--- src/hdl/sac_regs.svh ---
`ifndef SAC_REGS_SVH
`define SAC_REGS_SVH
// ----------------------------------------
// register byte offsets
// ----------------------------------------
`define SAC_OFS_CTRL 12'h000
`define SAC_OFS_CFG 12'h004
`define SAC_OFS_PSC 12'h008
`define SAC_OFS_IRQ_STS 12'h00c
`define SAC_OFS_IRQ_MSK 12'h010
// ----------------------------------------
// control register bit positions
// ----------------------------------------
`define SAC_BIT_MODE_HI 7
`define SAC_BIT_MODE_LO 6
`define SAC_BIT_LOST 5
`define SAC_BIT_ACLK 4
`define SAC_BIT_DONE 3
`define SAC_BIT_RUN 2
`define SAC_BIT_OVF 1
`define SAC_BIT_TOP 0
// ----------------------------------------
// interrupt bits, reset values, counts
// ----------------------------------------
`define SAC_IRQ_DONE 0
`define SAC_IRQ_LOST 1
`define SAC_IRQ_OVF 2
`define SAC_RST_BYTE 8'h00
`define SAC_RST_PSC 8'h00
`define SAC_RST_IRQ 3'h0
`define SAC_CNT_ZERO 9'h000
`define SAC_CNT_ONE 9'h001
`define SAC_CNT_MAX 9'h1ff
`define SAC_ARB_THR_BUS 9'h038
`define SAC_ARB_THR_PSC 9'h008
`define SAC_DIV4_LAST 2'h3
`endif

--- src/hdl/sac_pkg.sv ---
`default_nettype none
package sac_pkg;
  // arbiter operating mode, in field code order
  typedef enum logic [1:0] {SAC_IDLE, SAC_MEAS, SAC_ARB, SAC_RSVD} sac_mode_t;
  // software-visible control state
  typedef struct packed {
    sac_mode_t mode;
    logic aclk;
  } sac_ctrl_t;
  // interrupt event vector
  typedef struct packed {
    logic ovf;
    logic lost;
    logic done;
  } sac_evt_t;
endpackage
`default_nettype wire

--- src/hdl/sac_arbiter_counter.sv ---
`include "sac_regs.svh"
`default_nettype none
// Overview of operation
// - nine-bit up-counter with sticky overflow bit, readable by software
// - mode field: 00 idle/held, 01 bit time measure, 10 arbitration, 11 reserved
// - mode field read/write, cleared to idle by reset
// - arbitration lost flag read-only, cleared by writing upper mode bit zero
// - clock select 1: counter ticks at half the baud prescaler output rate
// - clock select 0: counter ticks at bus clock over four; bit resets to 0
// - prescaler source is bus clock or crystal clock per source-select bit
// - measurement done flag set on completion, cleared by control write or reset
// - running flag reads 1 while counting, 0 when stopped
// - overflow bit set on counter wrap, cleared by control write or reset
// - mode 00 clears the counter and holds it while selected
// - counter top bit readable in control, cleared by control write
// - measure, select 0: start and stop on receive falling edges
// - measure, select 1: start while receive low, stop at next rise
// - arbitration: transmit rise starts count; low receive at threshold sets lost
// - transmit pin forced high while arbitration lost flag is set
module sac_arbiter_counter (
  // apb slave
  input wire logic pclk,
  input wire logic presetn,
  input wire logic psel,
  input wire logic penable,
  input wire logic pwrite,
  input wire logic [11:0] paddr,
  input wire logic [31:0] pwdata,
  output logic [31:0] prdata,
  output logic pready,
  output logic pslverr,
  // serial line side
  input wire logic rxd_pin,
  input wire logic internal_transmit_out,
  input wire logic crystal_buffered_clk,
  output logic txd_pin,
  // interrupt
  output logic irq
);
  import sac_pkg::*;

  // ----------------------------------------
  // state
  // ----------------------------------------
  sac_ctrl_t ctrl_r;
  sac_evt_t sts_r, msk_r, evt;
  logic baud_src_sel_r;
  logic [7:0] psc_div_r, psc_cnt_r;
  logic [1:0] div4_r;
  logic half_r;
  logic [8:0] cnt_r, cnt_nxt;
  logic run_r, run_nxt;
  logic done_r, ovf_r, lost_r;
  logic seen_r, seen_nxt, smp_r, smp_nxt;
  logic rx_s, rx_d_r, xt_s, xt_d_r, tx_d_r;
  logic pready_r, pslverr_r, irq_r, txd_r;
  logic [31:0] prdata_r;

  // ----------------------------------------
  // input synchronisers
  // ----------------------------------------
  sac_sync u_rx_sync (
    .pclk(pclk),
    .presetn(presetn),
    .d(rxd_pin),
    .q(rx_s)
  );
  sac_sync u_xt_sync (
    .pclk(pclk),
    .presetn(presetn),
    .d(crystal_buffered_clk),
    .q(xt_s)
  );

  // edge history: receive and crystal after the synchronisers, transmit taken unsynchronised
  always_ff @(posedge pclk or negedge presetn) begin
    if (!presetn) begin
      rx_d_r <= 1'b1;
      xt_d_r <= 1'b1;
      tx_d_r <= 1'b1;
    end else begin
      rx_d_r <= rx_s;
      xt_d_r <= xt_s;
      tx_d_r <= internal_transmit_out;
    end
  end

  // ----------------------------------------
  // bus decode
  // ----------------------------------------
  wire acc = psel & penable & pready_r;
  wire wr = acc & pwrite;
  wire hit_ctrl = (paddr == `SAC_OFS_CTRL);
  wire hit_cfg = (paddr == `SAC_OFS_CFG);
  wire hit_psc = (paddr == `SAC_OFS_PSC);
  wire hit_sts = (paddr == `SAC_OFS_IRQ_STS);
  wire hit_msk = (paddr == `SAC_OFS_IRQ_MSK);
  wire hit_any = hit_ctrl | hit_cfg | hit_psc | hit_sts | hit_msk;
  wire ctrl_wr = wr & hit_ctrl;
  wire rx_fall = rx_d_r & ~rx_s;
  wire rx_rise = ~rx_d_r & rx_s;
  wire tx_rise = ~tx_d_r & internal_transmit_out;
  wire tx_fall = tx_d_r & ~internal_transmit_out;
  wire [8:0] arb_thr = ctrl_r.aclk ? `SAC_ARB_THR_PSC : `SAC_ARB_THR_BUS;

  // ----------------------------------------
  // counter clock enables
  // ----------------------------------------
  // prescaler source select
  wire src_tick = baud_src_sel_r ? (xt_s & ~xt_d_r) : 1'b1;
  wire psc_tick = src_tick & (psc_cnt_r == psc_div_r);
  wire div4_tick = (div4_r == `SAC_DIV4_LAST);
  wire half_tick = psc_tick & half_r;
  wire tick = ctrl_r.aclk ? half_tick : div4_tick;

  // free-running dividers; enables only, never derived clocks
  always_ff @(posedge pclk or negedge presetn) begin
    if (!presetn) begin
      div4_r <= 2'h0;
      psc_cnt_r <= `SAC_RST_PSC;
      half_r <= 1'b0;
    end else begin
      div4_r <= div4_r + 2'h1;
      if (psc_tick) begin
        psc_cnt_r <= `SAC_RST_PSC;
        half_r <= ~half_r;
      end else if (src_tick) begin
        psc_cnt_r <= psc_cnt_r + 8'h01;
      end
    end
  end

  // ----------------------------------------
  // arbiter counter
  // ----------------------------------------
  always_comb begin
    cnt_nxt = cnt_r;
    run_nxt = run_r;
    seen_nxt = seen_r;
    smp_nxt = smp_r;
    evt = '0;
    if (run_r && tick) begin
      cnt_nxt = cnt_r + `SAC_CNT_ONE;
      evt.ovf = (cnt_r == `SAC_CNT_MAX);
    end
    unique case (ctrl_r.mode)
      SAC_MEAS: begin
        if (!ctrl_r.aclk) begin
          // falling edge starts, next falling edge stops
          if (rx_fall && run_r) begin
            run_nxt = 1'b0;
            cnt_nxt = cnt_r;
            evt.done = 1'b1;
          end else if (rx_fall) begin
            run_nxt = 1'b1;
            cnt_nxt = `SAC_CNT_ZERO;
          end
        end else begin
          // low level starts, rising edge stops; one shot until rearmed
          if (run_r && rx_rise) begin
            run_nxt = 1'b0;
            cnt_nxt = cnt_r;
            evt.done = 1'b1;
          end else if (!run_r && !rx_s && !done_r) begin
            run_nxt = 1'b1;
            cnt_nxt = `SAC_CNT_ZERO;
          end
        end
      end
      SAC_ARB: begin
        // transmit rise restarts, threshold samples receive once
        if (tx_rise) begin
          run_nxt = 1'b1;
          cnt_nxt = `SAC_CNT_ZERO;
          seen_nxt = 1'b0;
          smp_nxt = 1'b0;
        end else if (run_r) begin
          if (!rx_s) begin
            seen_nxt = 1'b1;
          end
          if (cnt_r == arb_thr && !smp_r) begin
            smp_nxt = 1'b1;
            evt.lost = ~rx_s;
          end
          // transmit low before the threshold sample, without a prior low on receive, aborts the slot
          if (tx_fall && !seen_r && !smp_r) begin
            run_nxt = 1'b0;
            cnt_nxt = `SAC_CNT_ZERO;
          end
        end
      end
      // idle and reserved hold counter cleared
      SAC_IDLE, SAC_RSVD: begin
        run_nxt = 1'b0;
        cnt_nxt = `SAC_CNT_ZERO;
      end
    endcase
    // any control write clears the whole counter
    if (ctrl_wr) begin
      cnt_nxt = `SAC_CNT_ZERO;
    end
  end

  always_ff @(posedge pclk or negedge presetn) begin
    if (!presetn) begin
      cnt_r <= `SAC_CNT_ZERO;
      run_r <= 1'b0;
      seen_r <= 1'b0;
      smp_r <= 1'b0;
    end else begin
      cnt_r <= cnt_nxt;
      run_r <= run_nxt;
      seen_r <= seen_nxt;
      smp_r <= smp_nxt;
    end
  end

  // ----------------------------------------
  // status flags, set wins over clear
  // ----------------------------------------
  wire lost_clr = ctrl_wr & ~pwdata[`SAC_BIT_MODE_HI];
  always_ff @(posedge pclk or negedge presetn) begin
    if (!presetn) begin
      done_r <= 1'b0;
      ovf_r <= 1'b0;
      lost_r <= 1'b0;
    end else begin
      done_r <= evt.done | (done_r & ~ctrl_wr);
      ovf_r <= evt.ovf | (ovf_r & ~ctrl_wr);
      // lost flag cleared by upper mode bit written zero
      lost_r <= evt.lost | (lost_r & ~lost_clr);
    end
  end

  // ----------------------------------------
  // software registers
  // ----------------------------------------
  // mode and clock select writable; flags ignore write data
  always_ff @(posedge pclk or negedge presetn) begin
    if (!presetn) begin
      ctrl_r <= '0;
      baud_src_sel_r <= 1'b0;
      psc_div_r <= `SAC_RST_PSC;
      msk_r <= `SAC_RST_IRQ;
    end else if (wr) begin
      if (hit_ctrl) begin
        ctrl_r.mode <= sac_mode_t'(pwdata[`SAC_BIT_MODE_HI:`SAC_BIT_MODE_LO]);
        ctrl_r.aclk <= pwdata[`SAC_BIT_ACLK];
      end
      if (hit_cfg) begin
        baud_src_sel_r <= pwdata[0];
      end
      if (hit_psc) begin
        psc_div_r <= pwdata[7:0];
      end
      if (hit_msk) begin
        msk_r <= pwdata[2:0];
      end
    end
  end

  // interrupt status: set wins over write-one-to-clear
  wire [2:0] sts_clr = (wr & hit_sts) ? pwdata[2:0] : 3'h0;
  always_ff @(posedge pclk or negedge presetn) begin
    if (!presetn) begin
      sts_r <= `SAC_RST_IRQ;
    end else begin
      sts_r <= evt | (sts_r & ~sts_clr);
    end
  end

  // ----------------------------------------
  // read mux and bus answer
  // ----------------------------------------
  wire [7:0] ctrl_rd = {ctrl_r.mode, lost_r, ctrl_r.aclk, done_r, run_r, ovf_r, cnt_r[8]};
  wire [31:0] rd_mux =
    hit_ctrl ? {24'h000000, ctrl_rd} :
    hit_cfg ? {31'h00000000, baud_src_sel_r} :
    hit_psc ? {24'h000000, psc_div_r} :
    hit_sts ? {29'h00000000, sts_r} :
    hit_msk ? {29'h00000000, msk_r} : 32'h00000000;

  // one wait state per access keeps every answer registered
  always_ff @(posedge pclk or negedge presetn) begin
    if (!presetn) begin
      pready_r <= 1'b0;
      pslverr_r <= 1'b0;
      prdata_r <= 32'h00000000;
    end else begin
      pready_r <= psel & penable & ~pready_r;
      pslverr_r <= psel & penable & ~pready_r & ~hit_any;
      prdata_r <= (psel & penable & ~pready_r & ~pwrite) ? rd_mux : 32'h00000000;
    end
  end

  // ----------------------------------------
  // pin and interrupt outputs
  // ----------------------------------------
  always_ff @(posedge pclk or negedge presetn) begin
    if (!presetn) begin
      txd_r <= 1'b1;
      irq_r <= 1'b0;
    end else begin
      // lost arbitration holds the line recessive
      txd_r <= lost_r | internal_transmit_out;
      irq_r <= |(sts_r & msk_r);
    end
  end

  assign prdata = prdata_r;
  assign pready = pready_r;
  assign pslverr = pslverr_r;
  assign txd_pin = txd_r;
  assign irq = irq_r;
endmodule
`default_nettype wire

--- src/hdl/sac_sync.sv ---
`default_nettype none
module sac_sync (
  // clock and reset
  input wire logic pclk,
  input wire logic presetn,
  // asynchronous level in, synchronised level out
  input wire logic d,
  output logic q
);
  logic meta_r;
  // first stage feeds only the second stage
  always_ff @(posedge pclk or negedge presetn) begin
    if (!presetn) begin
      meta_r <= 1'b1;
      q <= 1'b1;
    end else begin
      meta_r <= d;
      q <= meta_r;
    end
  end
endmodule
`default_nettype wire

--- config.mk ---
export PLATFORM = sky130hd
export DESIGN_NAME = sac_arbiter_counter
export DESIGN_NICKNAME = d
export VERILOG_FILES = /design/src/hdl/sac_pkg.sv /design/src/hdl/sac_arbiter_counter.sv /design/src/hdl/sac_sync.sv
export VERILOG_INCLUDE_DIRS = /design/src /design/src/hdl
export SDC_FILE = /design/constraint.sdc
export NUM_CORES = 1
export LEC_CHECK = 0
export BUFFER_PORTS_ARGS = -buffer_cell sky130_fd_sc_hd__buf_2
export CAP_MARGIN = 15
export CORE_MARGIN = 2
export CORE_UTILIZATION = 45
export CTS_CLUSTER_DIAMETER = 120
export CTS_CLUSTER_SIZE = 10
export DETAILED_ROUTE_END_ITERATION = 8
export PLACE_DENSITY = 0.7
export SYNTH_ARGS = -nofsm -noshare
export SYNTH_HDL_FRONTEND = slang
export SYNTH_HIERARCHICAL = 1
export SYNTH_SLANG_ARGS = --single-unit
--- constraint.sdc ---
create_clock -name pclk -period 2.2 [get_ports pclk]
set_input_delay 0.44 -clock pclk [delete_from_list [all_inputs] [get_ports pclk]]
set_output_delay 0.44 -clock pclk [all_outputs]
set_load 0.005 [all_outputs]
==> metrics.txt <==
Final Hold Viols=0; Initial Utilization=46.0%; Post-CTS Hold Fix Bufs=0; Fmax=496 MHz; clk sinks=63; vias in the first global route=2373; Pleak=1.84 nW; post-route design area=3880 um^2; Post-Place Worst Slack=0.00983 ns; met1 Usage GRT=26.2%; worst path arrival time=2.25 ns; IO Pins=88; clock latency on the worst-skew pair=0.36 ns; grt ovf=0; Global Route Usage Sum=19.5%; setup TNS=0 ns; max cap viols=0; type of origin of the critical path=register; CTS root buf=clkbuf_8; unrepaired setup endpoints after global routing=no; CTS buffer count=9; met2 usage=29.7%; via/cell ratio=5.33; Setup Crit Path Kind=reg2reg; worst min-delay path class=in2async; final core occ=54.0%; status=finished clean; Worst Skew=0.0104 ns; Port Buffer Count=39; Cells after Synth=326; via count=2586; cts repair resizes=0; synthesized cell area=3300 um^2; Setup Buffers After CTS=0; Tmin final=2.02 ns; # DRC=0; TritonCTS clock tree=yes; chip height=89.6 um; Mean Syn Cell Area=10.1 um^2; core box area=7180 um^2; CTS H-tree lvls=3; Placed Cells=469; RePlAce Congestion=0.841; initial antenna violation count=0; met3 GRT Util=4.30%; Final Setup Violations=0; # nets final=438; Reg2Reg Setup Slack=0.18 ns; Worst Path Required=2.43 ns; max-slew violation count=0; Max Buffers Root-to-Sink=2; busiest grt layer=met2; Synth Register Bits=63; Final Cycle Share=91.6%; yosys warns=6; Routed WL per cell=14.8 um; synthesis-to-layout area growth=17.5%; ys async rst share=100%; Worst Setup Slack, final=0.185 ns; Seq/Total Area, Yosys=48.1%; Post-synth EDFFs=0; Critical Path End Type=register; worst vdd ir=0.355 mV; Worst-path clk slew=0.07 ns; launch point of the worst reg-to-reg path=ctrl_r[0]; n_diodes=0; share of layout cells above drive strength 1=27.5%; largest net degree at the start of global routing=64; top_reg_cell synth=dfrtp_1; die area=8030 um^2; final hold slack=0.0865 ns; PwrDens=719 nW/um^2; DP HPWL=5.17 mm; final std cells w/o fill=485; Initial DRC Count=207; first-pass GRT wire length=11.6 mm; worst reg-to-reg path cell count=5; Post-DRT Antenna Nets=0; placed inst area=3610 um^2; drt total wl=7.18 mm; drt first pass iters=6; synth unique cells=62; Max FO, Critical Path=9; total design power=2.79 mW; die span in x=89.6 um; Critical R2R Capture=cnt_r[0]; number of core rows=31
[layout make-up]
type | instances | area [um^2]
fill | 637 | 3300
sequential | 63 | 1590
multi-input combinational | 241 | 1530
timing repair buffer | 55 | 328
clock inverter | 7 | 145
clock buffer | 9 | 124
tap | 99 | 124
inverter | 11 | 41.3
[worst max path at each step]
stage	from	end	slack (ns)	cells after the start
2_1_floorplan	paddr[9]	psc_div_r[0]	0.18	5
3_3_place_gp	paddr[9]	psc_div_r[5]	0.03	6
3_5_place_dp	paddr[9]	psc_div_r[0]	0.01	6
4_1_cts	psc_cnt_r[6]	cnt_r[5]	0.18	6
5_1_grt	psc_cnt_r[6]	cnt_r[7]	0.05	6
6_report	ctrl_r[0]	cnt_r[0]	0.18	5
[cells by family (layout without fill, tap and decap cells)]
| group | Yosys count | in the layout | synth area share, % |
|---|---|---|---|
| simple gates | 123 | 123 | 20.1 |
| compound gates | 59 | 59 | 12.6 |
| flops | 63 | 63 | 48.1 |
| xor+xnor | 15 | 15 | 3.98 |
| fa+ha+maj | 5 | 5 | 1.90 |
| mux | 15 | 15 | 5.01 |
| other cells | 1 | 24 | 0.114 |
| buf+inv | 45 | 82 | 8.19 |
[sequential cells by signal, summed over array words and instances (netlist names), 2 cells and up]
register   flops
ctrl_r         3
psc_div_r      8
psc_cnt_r      8
div4_r         2
cnt_r          9
sts_r          3
prdata         8
msk_r          3
[synthesized netlist by cell type (7+ instances only)]
library cell / count / area share (%)
buf_4: 24 / 5.5
xor2_1: 7 / 1.9
dfrtp_1: 55 / 42
nand3_1: 10 / 1.5
mux2_2: 12 / 4.1
o21ai_0: 8 / 1.2
xnor2_1: 8 / 2.1
nor2_1: 27 / 3.1
a21oi_1: 11 / 1.7
nand2_1: 36 / 4.1
inv_1: 11 / 1.3
dfstp_2: 8 / 6.4
[report_power, final]
group          total, mW  internal, mW  switching (mW)
clock network       1.35         0.870           0.475
logic              0.206        0.0824           0.124
registers           1.24          1.20          0.0365
[layout by cell type, fill, tap and decap left out, drive strengths merged, types with 7 or more instances in the layout]
| cell type | n |
|---|---|
| dfrtp | 55 |
| buf | 55 |
| nand2 | 36 |
| nor2 | 28 |
| conb | 24 |
| mux2 | 12 |
| a21oi | 12 |
| inv | 11 |
| nand3 | 10 |
| clkbuf | 9 |
| o21ai | 8 |
| xnor2 | 8 |
| dfstp | 8 |
| nor4 | 8 |
| xor2 | 7 |
| and3 | 7 |
[worst max-delay path, stage by stage, from the launching register on]
cell and delay (ns):
dfrtp_1 0.49, nor3b_1 0.46, o2111ai_1 0.30, a21oi_2 0.33, nor2_1 0.17, mux2i_1 0.14
[layer usage]
layer | vias up | share of wire [%] | wire length (um)
met5 | - | 0 | 0
met4 | 0 | 2.3 | 167
met3 | 14 | 6.4 | 461
met2 | 104 | 46 | 3320
met1 | 1237 | 45 | 3230
li1 | 1231 | - | -
Note: power is estimated with default switching activity, not from simulation.
